## config.mk

```make
export PLATFORM = sky130hd
export DESIGN_NAME = pll_pd_top
export DESIGN_NICKNAME = d
export VERILOG_FILES = /design/src/pll_pd_pkg.sv /design/src/lock_window_det.sv /design/src/pd_section_ctrl.sv /design/src/pll_pd_top.sv
export SDC_FILE = /design/constraint.sdc
export NUM_CORES = 1
export LEC_CHECK = 0
export BUFFER_PORTS_ARGS = -buffer_cell sky130_fd_sc_hd__buf_2
export CORE_ASPECT_RATIO = 0.6
export CORE_MARGIN = 4
export CORE_UTILIZATION = 40
export DETAILED_ROUTE_END_ITERATION = 10
export PLACE_DENSITY = 0.75
export SYNTH_ARGS = -nofsm -noshare
export SYNTH_HDL_FRONTEND = slang
export SYNTH_SLANG_ARGS = --single-unit
```

## constraint.sdc

```tcl
create_clock -name clk_sys -period 2.2 [get_ports clk_sys]
set_clock_uncertainty 0.05 [all_clocks]
set_input_delay 0 -clock clk_sys [delete_from_list [all_inputs] [get_ports clk_sys]]
set_output_delay 0 -clock clk_sys [all_outputs]
set_load 0.05 [all_outputs]
```

## src/pll_pd_pkg.sv

```systemverilog
// Purpose: shared constants and carrier types for the power-down and lock block
// Assumes: 32-bit AHB-Lite register bus, 100 MHz system clock
// Notes: phase error arrives from the phase detector already measured in ns
package pll_pd_pkg;

	// clock and lock timing
	localparam int CLK_PERIOD_NS = 10;
	localparam int MAIN_ENTRY_NS = 10;
	localparam int MAIN_EXIT_NS = 20;
	localparam int AUX_ENTRY_NS = 15;
	localparam int AUX_EXIT_NS = 30;
	localparam int LOCK_COUNT = 5;
	localparam int ERR_W = 8;
	localparam int CNT_W = 3;

	// register byte offsets
	localparam logic [7:0] OFS_CTRL = 8'h00;
	localparam logic [7:0] OFS_MAIN_DIV = 8'h04;
	localparam logic [7:0] OFS_STATUS = 8'h08;
	localparam logic [7:0] OFS_IRQ_STAT = 8'h0C;
	localparam logic [7:0] OFS_IRQ_CLR = 8'h10;
	localparam logic [7:0] OFS_IRQ_EN = 8'h14;

	// control register fields
	localparam int CTL_MAIN_PD = 0;
	localparam int CTL_AUX_PD = 1;
	localparam int CTL_MAIN_HIGHZ = 2;
	localparam int CTL_AUX_HIGHZ = 3;
	localparam int CTL_ATPU_LO = 4;
	localparam int CTL_TSEL_LO = 8;
	localparam int CTL_W = 12;
	localparam logic [CTL_W-1:0] CTL_RESET = 12'h003;

	// status register fields
	localparam int ST_MAIN_UP = 0;
	localparam int ST_AUX_UP = 1;
	localparam int ST_MAIN_LOCK = 2;
	localparam int ST_AUX_LOCK = 3;
	localparam int ST_AUTO = 4;
	localparam int ST_EN = 5;

	// interrupt events
	localparam int IRQ_W = 4;
	localparam int EV_MAIN_GAIN = 0;
	localparam int EV_MAIN_LOSS = 1;
	localparam int EV_AUX_GAIN = 2;
	localparam int EV_AUX_LOSS = 3;

	// test output selector codes
	localparam logic [3:0] TSEL_LOW = 4'h0;
	localparam logic [3:0] TSEL_MAIN = 4'h1;
	localparam logic [3:0] TSEL_AUX = 4'h2;
	localparam logic [3:0] TSEL_BOTH = 4'h3;

	localparam int DIV_W = 16;
	localparam logic [1:0] HTRANS_NONSEQ = 2'h2;

	typedef struct packed {
		logic strobe;
		logic [ERR_W-1:0] err_ns;
	} phase_sample_type;

	typedef struct packed {
		logic write;
		logic [7:0] addr;
	} ahb_phase_type;

	typedef enum logic [1:0] {
		SEC_ACTIVE,
		SEC_WAIT_PUMP,
		SEC_DOWN
	} sec_state_type;

endpackage

```

## src/lock_window_det.sv

```systemverilog
// Purpose: window lock detector with hysteresis for one loop
// Assumes: one strobe per comparison cycle, error in ns
// Notes: lock cleared and count flushed while the loop is powered down
module lock_window_det import pll_pd_pkg::*; #(
	parameter int ENTRY_NS = MAIN_ENTRY_NS,
	parameter int EXIT_NS = MAIN_EXIT_NS
) (
	// clock and reset
	input wire logic clk_sys,
	input wire logic srst,
	// comparison samples
	input phase_sample_type sample,
	input wire logic powered_down,
	// result
	output logic lock_q
);
	localparam logic [ERR_W-1:0] ENTRY_LIM = ERR_W'(ENTRY_NS);
	localparam logic [ERR_W-1:0] EXIT_LIM = ERR_W'(EXIT_NS);
	localparam logic [CNT_W-1:0] LAST_CNT = CNT_W'(LOCK_COUNT - 1);

	logic [CNT_W-1:0] cnt_q;
	wire logic in_narrow = sample.err_ns < ENTRY_LIM;
	wire logic out_wide = sample.err_ns > EXIT_LIM;

	always_ff @(posedge clk_sys) begin
		if (srst || powered_down) begin
			cnt_q <= '0;
			lock_q <= 1'b0;
		end else if (sample.strobe && !lock_q) begin
			if (!in_narrow) begin
				cnt_q <= '0;
			end else if (cnt_q == LAST_CNT) begin
				cnt_q <= '0;
				lock_q <= 1'b1;
			end else begin
				cnt_q <= cnt_q + CNT_W'(1);
			end
		end else if (sample.strobe && out_wide) begin
			lock_q <= 1'b0;
		end
	end
endmodule

```

## src/pd_section_ctrl.sv

```systemverilog
// Purpose: power state of one synthesizer section
// Assumes: enable and pump-busy already synchronised
// Notes: outputs follow the next state, so they change one edge after inputs
module pd_section_ctrl import pll_pd_pkg::*; (
	// clock and reset
	input wire logic clk_sys,
	input wire logic srst,
	// control
	input wire logic enable,
	input wire logic pd_bit,
	input wire logic highz_bit,
	input wire logic auto_up,
	input wire logic pump_busy,
	// section state
	output logic powered_q,
	output logic pump_en_q,
	output logic pump_highz_q
);
	sec_state_type state_q, state_d;

	// auto power-up beats the bits, the enable pin beats everything
	wire logic down_req = !enable || (!auto_up && pd_bit);
	wire logic async_pd = !enable || highz_bit;

	always_comb begin
		state_d = state_q;
		unique case (state_q)
			SEC_ACTIVE: begin
				if (down_req) begin
					state_d = async_pd ? SEC_DOWN : SEC_WAIT_PUMP;
				end
			end
			SEC_WAIT_PUMP: begin
				if (!down_req) begin
					state_d = SEC_ACTIVE;
				end else if (async_pd || !pump_busy) begin
					state_d = SEC_DOWN;
				end
			end
			SEC_DOWN: begin
				if (!down_req) begin
					state_d = SEC_ACTIVE;
				end
			end
		endcase
	end

	always_ff @(posedge clk_sys) begin
		if (srst) begin
			state_q <= SEC_DOWN;
			powered_q <= 1'b0;
			pump_en_q <= 1'b0;
			pump_highz_q <= 1'b0;
		end else begin
			state_q <= state_d;
			powered_q <= state_d != SEC_DOWN;
			pump_en_q <= state_d == SEC_ACTIVE;
			pump_highz_q <= state_d == SEC_ACTIVE && highz_bit && !auto_up;
		end
	end
endmodule

```

## src/pll_pd_top.sv

```systemverilog
// Purpose: power-down control and lock detection behind an AHB-Lite slave
// Assumes: single word transfers, phase detector on clk_sys
// Notes: zero wait-state slave, every response OKAY
module pll_pd_top import pll_pd_pkg::*; (
	// clock and reset
	input wire logic clk_sys,
	input wire logic srst,
	// ahb-lite slave
	input wire logic hsel,
	input wire logic [31:0] haddr,
	input wire logic [1:0] htrans,
	input wire logic hwrite,
	input wire logic [2:0] hsize,
	input wire logic [31:0] hwdata,
	input wire logic hready,
	output logic hreadyout,
	output logic hresp,
	output logic [31:0] hrdata,
	// pins
	input wire logic en_pin,
	input wire logic main_pump_busy,
	input wire logic aux_pump_busy,
	// phase detector samples
	input phase_sample_type main_sample,
	input phase_sample_type aux_sample,
	// section control
	output logic main_powered,
	output logic main_pump_en,
	output logic main_pump_highz,
	output logic aux_powered,
	output logic aux_pump_en,
	output logic aux_pump_highz,
	output logic [DIV_W-1:0] main_divider,
	// indications
	output logic test_out,
	output logic irq
);

	////////////////////////////////////////////////////////////////////////
	// pin synchronisers

	logic [1:0] en_sync_q, mbusy_sync_q, abusy_sync_q;
	wire logic en_s = en_sync_q[1];
	wire logic mbusy_s = mbusy_sync_q[1];
	wire logic abusy_s = abusy_sync_q[1];

	always_ff @(posedge clk_sys) begin
		if (srst) begin
			en_sync_q <= '0;
			mbusy_sync_q <= '0;
			abusy_sync_q <= '0;
		end else begin
			en_sync_q <= {en_sync_q[0], en_pin};
			mbusy_sync_q <= {mbusy_sync_q[0], main_pump_busy};
			abusy_sync_q <= {abusy_sync_q[0], aux_pump_busy};
		end
	end

	////////////////////////////////////////////////////////////////////////
	// bus address and data phase

	ahb_phase_type phase_q;
	logic wr_pend_q;
	logic [CTL_W-1:0] ctrl_q;
	logic auto_q;
	logic [IRQ_W-1:0] irq_stat_q, irq_en_q;
	logic main_lock, aux_lock;

	wire logic take = hsel && hready && htrans == HTRANS_NONSEQ;
	wire logic [7:0] raddr = haddr[7:0];
	wire logic wr_act = wr_pend_q && phase_q.write;
	wire logic wr_ctrl = wr_act && phase_q.addr == OFS_CTRL;
	wire logic wr_div = wr_act && phase_q.addr == OFS_MAIN_DIV;
	wire logic wr_clr = wr_act && phase_q.addr == OFS_IRQ_CLR;
	wire logic wr_en = wr_act && phase_q.addr == OFS_IRQ_EN;

	wire logic main_pd_bit = ctrl_q[CTL_MAIN_PD];
	wire logic aux_pd_bit = ctrl_q[CTL_AUX_PD];
	wire logic [1:0] atpu_sel = ctrl_q[CTL_ATPU_LO +: 2];
	wire logic [3:0] tsel = ctrl_q[CTL_TSEL_LO +: 4];

	wire logic [31:0] status_word = 32'({en_s, auto_q, aux_lock,
		main_lock, aux_powered, main_powered});

	// unmapped and write-only offsets read as zero
	wire logic [31:0] rd_word =
		raddr == OFS_CTRL ? 32'(ctrl_q) :
		raddr == OFS_MAIN_DIV ? 32'(main_divider) :
		raddr == OFS_STATUS ? status_word :
		raddr == OFS_IRQ_STAT ? 32'(irq_stat_q) :
		raddr == OFS_IRQ_EN ? 32'(irq_en_q) : 32'h0000_0000;

	always_ff @(posedge clk_sys) begin
		if (srst) begin
			phase_q <= '0;
			wr_pend_q <= 1'b0;
			hrdata <= 32'h0000_0000;
			hreadyout <= 1'b0;
			hresp <= 1'b0;
		end else begin
			hreadyout <= 1'b1;
			hresp <= 1'b0;
			wr_pend_q <= take;
			if (take) begin
				phase_q <= '{write: hwrite, addr: raddr};
			end
			if (take && !hwrite) begin
				hrdata <= rd_word;
			end
		end
	end

	////////////////////////////////////////////////////////////////////////
	// configuration registers

	// auto power-up only latches while the part is enabled
	wire logic auto_set = wr_div && atpu_sel != 2'h0 && en_s;
	wire logic auto_clr = !en_s || wr_ctrl;

	always_ff @(posedge clk_sys) begin
		if (srst) begin
			ctrl_q <= CTL_RESET;
			main_divider <= '0;
			irq_en_q <= '0;
			auto_q <= 1'b0;
		end else begin
			if (wr_ctrl) begin
				ctrl_q <= hwdata[CTL_W-1:0];
			end
			if (wr_div) begin
				main_divider <= hwdata[DIV_W-1:0];
			end
			if (wr_en) begin
				irq_en_q <= hwdata[IRQ_W-1:0];
			end
			if (!en_s) begin
				auto_q <= 1'b0;
			end else if (auto_set) begin
				auto_q <= 1'b1;
			end else if (auto_clr) begin
				auto_q <= 1'b0;
			end
		end
	end

	////////////////////////////////////////////////////////////////////////
	// sections and lock detectors

	pd_section_ctrl u_main_sec (
		.clk_sys(clk_sys),
		.srst(srst),
		.enable(en_s),
		.pd_bit(main_pd_bit),
		.highz_bit(ctrl_q[CTL_MAIN_HIGHZ]),
		.auto_up(auto_q),
		.pump_busy(mbusy_s),
		.powered_q(main_powered),
		.pump_en_q(main_pump_en),
		.pump_highz_q(main_pump_highz)
	);

	// auto power-up is tied to the main divider only
	pd_section_ctrl u_aux_sec (
		.clk_sys(clk_sys),
		.srst(srst),
		.enable(en_s),
		.pd_bit(aux_pd_bit),
		.highz_bit(ctrl_q[CTL_AUX_HIGHZ]),
		.auto_up(1'b0),
		.pump_busy(abusy_s),
		.powered_q(aux_powered),
		.pump_en_q(aux_pump_en),
		.pump_highz_q(aux_pump_highz)
	);

	lock_window_det #(
		.ENTRY_NS(MAIN_ENTRY_NS),
		.EXIT_NS(MAIN_EXIT_NS)
	) u_main_lock (
		.clk_sys(clk_sys),
		.srst(srst),
		.sample(main_sample),
		.powered_down(!main_powered),
		.lock_q(main_lock)
	);

	lock_window_det #(
		.ENTRY_NS(AUX_ENTRY_NS),
		.EXIT_NS(AUX_EXIT_NS)
	) u_aux_lock (
		.clk_sys(clk_sys),
		.srst(srst),
		.sample(aux_sample),
		.powered_down(!aux_powered),
		.lock_q(aux_lock)
	);

	////////////////////////////////////////////////////////////////////////
	// test output and interrupts

	logic main_lock_q, aux_lock_q;
	wire logic both_lock = main_lock && aux_lock;
	wire logic test_d =
		tsel == TSEL_MAIN ? main_lock :
		tsel == TSEL_AUX ? aux_lock :
		tsel == TSEL_BOTH ? both_lock : 1'b0;

	wire logic [IRQ_W-1:0] events = {
		aux_lock_q && !aux_lock,
		!aux_lock_q && aux_lock,
		main_lock_q && !main_lock,
		!main_lock_q && main_lock
	};
	wire logic [IRQ_W-1:0] clr_mask = wr_clr ? hwdata[IRQ_W-1:0] : '0;
	// a new event in the clear cycle survives the clear
	wire logic [IRQ_W-1:0] irq_stat_d = (irq_stat_q & ~clr_mask) | events;

	always_ff @(posedge clk_sys) begin
		if (srst) begin
			main_lock_q <= 1'b0;
			aux_lock_q <= 1'b0;
			irq_stat_q <= '0;
			test_out <= 1'b0;
			irq <= 1'b0;
		end else begin
			main_lock_q <= main_lock;
			aux_lock_q <= aux_lock;
			irq_stat_q <= irq_stat_d;
			test_out <= test_d;
			irq <= |(irq_stat_d & irq_en_q);
		end
	end
endmodule

```

Yosys cells after proc, flatten, opt, wreduce, memory -nomap -nowiden --
Cells that the tools add are included.
Storage, ports and cells: register bits 108, bits of input ports 95, word-level logic and storage cells 156
Operators by class: add/sub/neg operators 2, $lt $le $gt $ge 4, equality and inequality tests 23, mux-type cells 36, bitwise logic cells 5, reductions and logical operators 57
Operators by type and width (number):
- $mux W16 | 2
- $eq A8 B5 Y1 const B | 3
- $logic_and A1 B1 Y1 | 23
- $mux W2 | 10
- $eq A8 B3 Y1 const B | 2
- $eq A8 B4 Y1 const B | 2
- $gt A8 B5 Y1 const B | 2
- $logic_not A8 Y1 | 2
- $lt A8 B4 Y1 const B | 2
- $mux W1 | 14
- $mux W3 | 4
- $mux W4 | 3
- $pmux W2 S3 | 2
- $logic_not A1 Y1 | 11
- $logic_or A1 B1 Y1 | 9
- $and A4 B4 Y4 | 2
- $eq A4 B2 Y1 const B | 2
- $logic_not A2 Y1 | 4
- $ne A2 B2 Y1 const B | 4
- $reduce_bool A2 Y1 | 4
- $add A3 B1 Y3 const B | 2
- $eq A2 B2 Y1 const B | 3
- $eq A3 B3 Y1 const B | 2
- $mux W6 | 1
- other kinds (9) | 12

Longest topological paths before layout --
Gate-level depths: netlist of run 1.
word-level depth 9, gate-level depth with buffers 6, depth with buffers taken out 6

Cells and area by module --
From an unflattened synthesis of run 1, not the netlist that was laid out.
Second synthesis, totals: cell total of the unflattened synthesis 444, area total of the unflattened synthesis 4295.4 um2
Modules (own cells, without submodules):
- pll_pd_top | instances 1, cells each 328, area an instance 3256.9 um2, sequential area each 1481.4 um2
- pd_section_ctrl | instances 2, cells each 26, area an instance 260.2 um2, sequential area each 100.1 um2
- lock_window_det at u_aux_lock | instances 1, cells each 32, area an instance 266.5 um2, sequential area each 80.1 um2
- lock_window_det at u_main_lock | instances 1, cells each 32, area an instance 251.5 um2, sequential area each 80.1 um2

Worst setup path after synthesis of run 1 --
OpenSTA, ideal clock, no wires.
path type flip-flop to flip-flop, start point register phase_q[2] (netlist bit), end point register main_divider[12], arrival 1.408 ns, slack 0.615 ns, cell stages (with the launch flop) 6, buffers on the path 1, cells stage by stage dfxtp_1 nor4bb_1 nand3_2 buf_4 mux2i_1 nor2_1
On the way: cells in the longest elaborated chain, start to end 2
Ends and longest elaborated chain:
- start: declaration | line pll_pd_top.sv:62 | ahb_phase_type phase_q;
- start signal: assignment | line pll_pd_top.sv:105 | phase_q <= '{write: hwrite, addr: raddr};
- $eq A8 B3 Y1 | line pll_pd_top.sv:73 | wire logic wr_div = wr_act && phase_q.addr == OFS_MAIN_DIV;
- $logic_and A1 B1 Y1 | line pll_pd_top.sv:73
- end signal: assignment | line pll_pd_top.sv:131 | main_divider <= hwdata[DIV_W-1:0];
- end: declaration | line pll_pd_top.sv:33 | output logic [DIV_W-1:0] main_divider,
Every way passes these cells. A chain may end at the register's enable or synchronous reset.

Worst setup path in the final report of run 1 --
start point input aux_sample[6] (netlist bit), end point register u_aux_lock.lock_q
On the way: cells in the longest elaborated chain, start to end 4, elaborated cells between the ends (all ways) 6, those cells by class order compare (2); eq/ne (1); reduce/logical (3)
Ends and longest elaborated chain:
- start: declaration | line pll_pd_top.sv:25 | input phase_sample_type aux_sample,
- $gt A8 B5 Y1 | line lock_window_det.sv:23 | wire logic out_wide = sample.err_ns > EXIT_LIM;
- $logic_and A1 B1 Y1 | line lock_window_det.sv:38 | end else if (sample.strobe && out_wide) begin
- $reduce_bool A2 Y1 (no line)
- $reduce_and A3 Y1 (no line) (*)
- end signal: assignment | line lock_window_det.sv:28 | lock_q <= 1'b0;
- end signal: assignment | line lock_window_det.sv:34 | lock_q <= 1'b1;
- end signal: assignment | line lock_window_det.sv:39 | lock_q <= 1'b0;
- end: declaration | line lock_window_det.sv:15 | output logic lock_q
Every way passes the cells marked *; elsewhere a longest branch is shown, timed or not.

==> results.toml, run 1 <==
[critical_path]
critPathLaunchType = "input port"
critPathBufInv = 4
crit_required_ps = 2420
cp_top_family = "buffers and inverters"
crit_type = "input port to register"
cp-end-kind = "register"
max_stage_delay_ps = 610
cpMostUsedCell = "dlygate4sd3_1"
crit_arrival_ps = 2230
crit_slowest_cell = "dlygate4sd3_1"
crit_path_max_fanout = 2
reg2reg_slack_ps = 260
crit_chain = "dlygate4sd3_1, buf_2, nor3_2, dlygate4sd3_1, nand3_1, dlygate4sd3_1, a31oi_1"

[global_routing]
globalRouteOverflowTotal = 0
grt_start_max_net_pins = 43
grt_pass1_vias = 3904
track_usage_pct = 19.3
grt_pass1_wl_um = 19100
antenna_found_initial = 0

[synth]
synth_largest_area_cell = "dfxtp_1"
synth_edf_count = 0
yosysMostFrequentCell = "dfxtp_1"
synth_cells = 469
ys_seq_area_share_pct = 43.4
async_reset_ff_share_pct = 0
ys_warn_count = 0
syn_area_per_cell_um2 = 9.04
ys_types = 56
synthTopCellsByArea = "dfxtp_1, mux2i_1, nor2_1"
synth_flop_cell = "dfxtp_1"
ys_ff_latch = 92
synthTopCellsByCount = "dfxtp_1, nor2_1, mux2i_1"
yosys.area.top_type_share_pct = 43.4
synth_area_um2 = 4240

[timing]
slew_viol_final = 0
setup_tns_ps = 0
hold_viol = 0
rsz0062_at_grt = "false"
fmax_mhz = 497
finalCritPeriodShare_pct = 91.5
min_period_ps = 2010
setup_ws_ps = 187
setup_violations = 0
max-slew-margin-rel_pct = 54.3
worst_pin_slew_ps = 669

[die]
pin_count = 153
die_area_um2 = 12400
die_w_um = 141
coreArea_um2 = 10100
fp.dieH_um = 87.8
start_util_pct = 42.0
fp-row-count = 28

[clock_network]
cts-root-buf = "clkbuf_16"
cts_setup_buffers = 0
path_clk_slew_ps = 60
max-clock-path-buffers = 2
cts_tree = "done"
clock_latency_ps = 340
htree_levels = 3
clock_sinks = 92
cts_made_buffers = 9

[route]
ant_nets = 0
post-route-drc-count = 0
via_count = 3879
routed_wl_um = 11800
wire_per_inst_um = 16.2
drtPass1Iterations = 5
first_iter_violations = 303
viasPerCell = 5.31

[layout]
antenna_cells = 0
area_delta_synth_final_pct = 27.3
multi_input_area_um2 = 2200
fill_cells = 952
nets = 696
drive_gt1_share_pct = 21.3
design_area_um2 = 5400
stdcell_count = 731
regArea_um2 = 1840

[run_status]
status = "complete, no violations"

[power]
power.leakage_nw = 2.48
ir_drop_mv = 0.391
p_per_area_nw_per_um2 = 728

[place]
dpl_cell_area_um2 = 4780
io_buffers = 92
place_congestion = 0.922
dp_hpwl_um = 8680
dp_cells = 684
pre_cts_ws_ps = 353

[worst_hold_path]
hp-class = "input port to register"

[job]
max_cap_viol_count = 0
==> flip-flops by register name, indices dropped and copies added (netlist names), 2 cells and up <==
signal,flops
abusy_sync_q,2
ctrl_q,12
en_sync_q,2
hrdata,16
irq_en_q,4
irq_stat_q,4
main_divider,16
mbusy_sync_q,2
phase_q,9
u_aux_lock.cnt_q,3
u_aux_sec.state_q,2
u_main_lock.cnt_q,3
u_main_sec.state_q,2
==> worst paths after layout <==
check	cells past startpoint	startpoint	endpoint
worst max-delay path	7	aux_sample[6]	u_aux_lock.lock_q$_SDFFE_PP0P_
worst min-delay path	3	main_sample[8]	u_main_lock.lock_q$_SDFFE_PP0P_
worst max register to register	6	u_aux_sec.state_q[1]$_SDFF_PP1_	u_aux_sec.powered_q$_SDFF_PP0_
worst min register to register	1	en_sync_q[0]$_SDFF_PP0_	en_sync_q[1]$_SDFF_PP0_
==> kinds of logic after synthesis <==
group,count (synthesis),share of synthesized area (%)
DFF,92,43.4
and+or+nand+nor,181,23.1
muxes,42,10.1
adders and majority gates,8,2.36
AOI/OAI and AO/OA,93,14.6
buffers and inverters,52,6.28
other,1,0.0884
==> report_power, final <==
part / switching, mW / internal [mW]
clock network: 0.602 / 0.846
logic: 0.466 / 0.226
registers: 0.0559 / 1.73
==> metal layers <==
layer	global-route usage, %	routed length, um	vias to the layer above
met5	0	0	-
met4	4.66	133	0
met3	6.11	1010	13
met2	32.7	5400	154
met1	24.3	5280	1825
li1	-	-	1887
==> timing repair <==
| item | in CTS | in global routing |
|---|---|---|
| endpoints found under the setup margin | 0 | 1 |
| hold buffers | 33 | 0 |
| resized for setup | 0 | 1 |
| hold endpoints to repair | 45 | 0 |
==> placed cells by master, fill, tap and decap left out, types with 4 or more instances in the layout <==
cell type,instances
ha_1,8
conb_1,17
nand3_1,8
nor2_1,56
nand4_1,7
a32o_1,4
buf_2,92
clkbuf_16,9
a22oi_1,9
or3_1,9
o21ai_0,20
mux2i_1,35
nand2_1,31
a31oi_1,6
nor2b_1,24
nor3_1,4
mux2_2,7
dfxtp_1,92
nand2b_1,12
a22o_1,5
a21oi_1,23
dlygate4sd3_1,33
inv_1,16
buf_4,8
==> cell type report <==
class	count	area share, %
timing repair buffer	133	15.8
clock buffer	13	5.01
sequential	92	34.1
inverter	16	1.11
clock inverter	1	0.139
tap	135	3.13
multi-input combinational	341	40.7
==> per-stage QoR <==
step,power [mW],hold slack (ps),utilization (%)
after floorplan,2.28,75.1,-
after global placement,2.42,161,47.4
after detailed placement,2.45,174,47.4
after CTS,3.94,5.12,53.4
after global routing,4.09,66.5,53.5
final,3.93,17.4,53.5
==> worst register-to-register path, delay by kind of cell (launching register included) <==
family          cells  cell delay [ps]
compound gates      3             1050
fa+ha+maj           1              190
buf+inv             1              120
flops               1              350
simple gates        1              110
No activity file was read; power rests on OpenSTA's default activity.
==> run 2, diff against run 1 <==
RECOVER_POWER = 50   (was unset)
==> run 2 against run 1 <==
Compared with the run above: first-iteration DRC count is 8.9% lower; wire length increased by 0.26%; register-to-register slack about the same; maximum frequency fell by 0.45%; highest routed layer unchanged; die area is the same; sequential power barely moved; clock-buffer cell count did not move; sequential share of layout area rose by 0.39 points; flip-flop and latch count is the same; final area shrank 1.1%; non-clock buffer count unchanged.
==> results.toml, run 2 (same netlist as run 1, synthesis figures left out) <==
[layout]
drive_gt1_share_pct = 14.1
most-common-layout-cells = "dfxtp_1, nor2_1, buf_2"
antenna_cells = 0
regArea_um2 = 1840
nets = 696
final_common_cell = "dfxtp_1"
fill_cells = 972
area_delta_synth_final_pct = 25.8
multi_input_area_um2 = 2200
stdcell_count = 731
reg_top3 = "hrdata (16), main_divider (16), ctrl_q (12)"

[job]
max_cap_viol_count = 0

[timing]
finalCritPeriodShare_pct = 91.9
max-slew-margin-rel_pct = 41.5
worst_pin_slew_ps = 877
fmax_mhz = 495
slew_viol_final = 0
min_period_ps = 2020
hold_viol = 0
setup_tns_ps = 0
setup_violations = 0
rsz0062_at_grt = "false"

[power]
ir_drop_mv = 0.391
clkPwrFrac_pct = 36.9
internal-power_mw = 2.79
power.leakage_nw = 2.29
comb_power_share_pct = 17.4
p_seq_share_pct = 45.7
p_per_area_nw_per_um2 = 734
finalPower_mw = 3.92
p_sw_share_pct = 28.7
power.switching_mw = 1.12

[clock_network]
path_clk_slew_ps = 60
htree_levels = 3
clock_sinks = 92
clock_latency_ps = 340
cts_tree = "done"
cts_setup_buffers = 0
cts_made_buffers = 9
max-clock-path-buffers = 2
cts-root-buf = "clkbuf_16"

[die]
fp.dieH_um = 87.8
start_util_pct = 42.0
die_w_um = 141
pin_count = 153
die_area_um2 = 12400
coreArea_um2 = 10100
fp-row-count = 28

[route]
routed_wl_um = 11800
first_iter_violations = 276
wire_per_inst_um = 16.2
viasPerCell = 5.34
post-route-drc-count = 0
ant_nets = 0
via_count = 3901
drtPass1Iterations = 5

[worst_hold_path]
min_to = "u_main_lock.lock_q$_SDFFE_PP0P_"
hold_depth = 3
min_from = "main_sample[8]"
hp-class = "input port to register"

[critical_path]
crit_required_ps = 2420
crit_arrival_ps = 2240
crit_slowest_cell = "dlygate4sd3_1"
cpMostUsedCell = "dlygate4sd3_1"
ff2ff_path_depth = 5
critPathLaunch = "aux_sample[6]"
critPathBufInv = 4
crit_type = "input port to register"
max_stage_delay_ps = 610
crit_path_max_fanout = 2
timing.rr.start = "u_aux_sec.state_q[0]$_SDFF_PP0_"
cp-end-kind = "register"
crit_chain = "dlygate4sd3_1, buf_2, nor3_2, dlygate4sd3_1, nand3_1, dlygate4sd3_1, a31oi_1"
critPathLaunchType = "input port"
rr_endpoint = "u_aux_sec.powered_q$_SDFF_PP0_"
cp_top_family = "buffers and inverters"
reg2reg_slack_ps = 250

[place]
dp_cells = 684
place_congestion = 0.922
dp_hpwl_um = 8680
io_buffers = 92

[global_routing]
track_usage_pct = 19.3
globalRouteOverflowTotal = 0
grt_start_max_net_pins = 43
grt_pass1_wl_um = 19100
antenna_found_initial = 0
grt_pass1_vias = 3904

[run_status]
status = "complete, no violations"
[run 2: how the worst max path moves through the flow]
stage	to	cells after the start
after floorplan	main_divider[12]$_SDFFE_PP0N_	5
after global placement	u_aux_sec.powered_q$_SDFF_PP0_	5
after detailed placement	u_aux_sec.powered_q$_SDFF_PP0_	5
after CTS	u_aux_lock.lock_q$_SDFFE_PP0P_	7
after global routing	u_aux_lock.lock_q$_SDFFE_PP0P_	7
final	u_aux_lock.lock_q$_SDFFE_PP0P_	7
[run 2: cell type report]
type / instances / share of cell area, %
Sequential cell: 92 / 34.5
Timing Repair Buffer: 133 / 14.8
Clock buffer: 13 / 5.06
Inverter: 16 / 1.13
Clock inverter: 1 / 0.141
Tap cell: 135 / 3.17
Multi-Input combinational cell: 341 / 41.2
[run 2: per-layer routing]
metal	wire length, um	part of all wire (%)	vias to the layer above	GRT usage [%]
li1	-	-	1890	-
met5	0	0	-	0
met3	990	8.4	15	6.11
met1	5310	45	1841	24.3
met4	143	1.2	0	4.66
met2	5400	46	155	32.7
[run 2: power by group through the flow]
stage / clock network (mW) / logic [mW] / registers (mW)
detailed placement: 0 / 0.632 / 1.82
global placement: 0 / 0.599 / 1.82
finish: 1.45 / 0.681 / 1.79
global route: 1.54 / 0.745 / 1.79
CTS: 1.47 / 0.681 / 1.79
floorplan: 0 / 0.365 / 1.92
[run 2: repair_timing]
action / CTS / global route
gates resized for setup: 0 / 1
hold buffers: 33 / 0
hold endpoints to repair: 45 / 0
setup endpoints to repair: 0 / 1
[run 2: worst min-delay path: stages]
cell and delay [ps]:
buf_2 110, a21boi_0 110, o22ai_1 130
[run 2: through the flow]
step	cell area [um^2]	hold WS, ps	setup WS [ps]	utilization (%)
floorplan	4300	75.1	615	-
global placement	4780	161	539	47.4
detailed placement	4780	174	353	47.4
CTS	5390	5.12	163	53.4
global route	5340	66.5	73.8	52.9
finish	5340	17.0	178	52.9
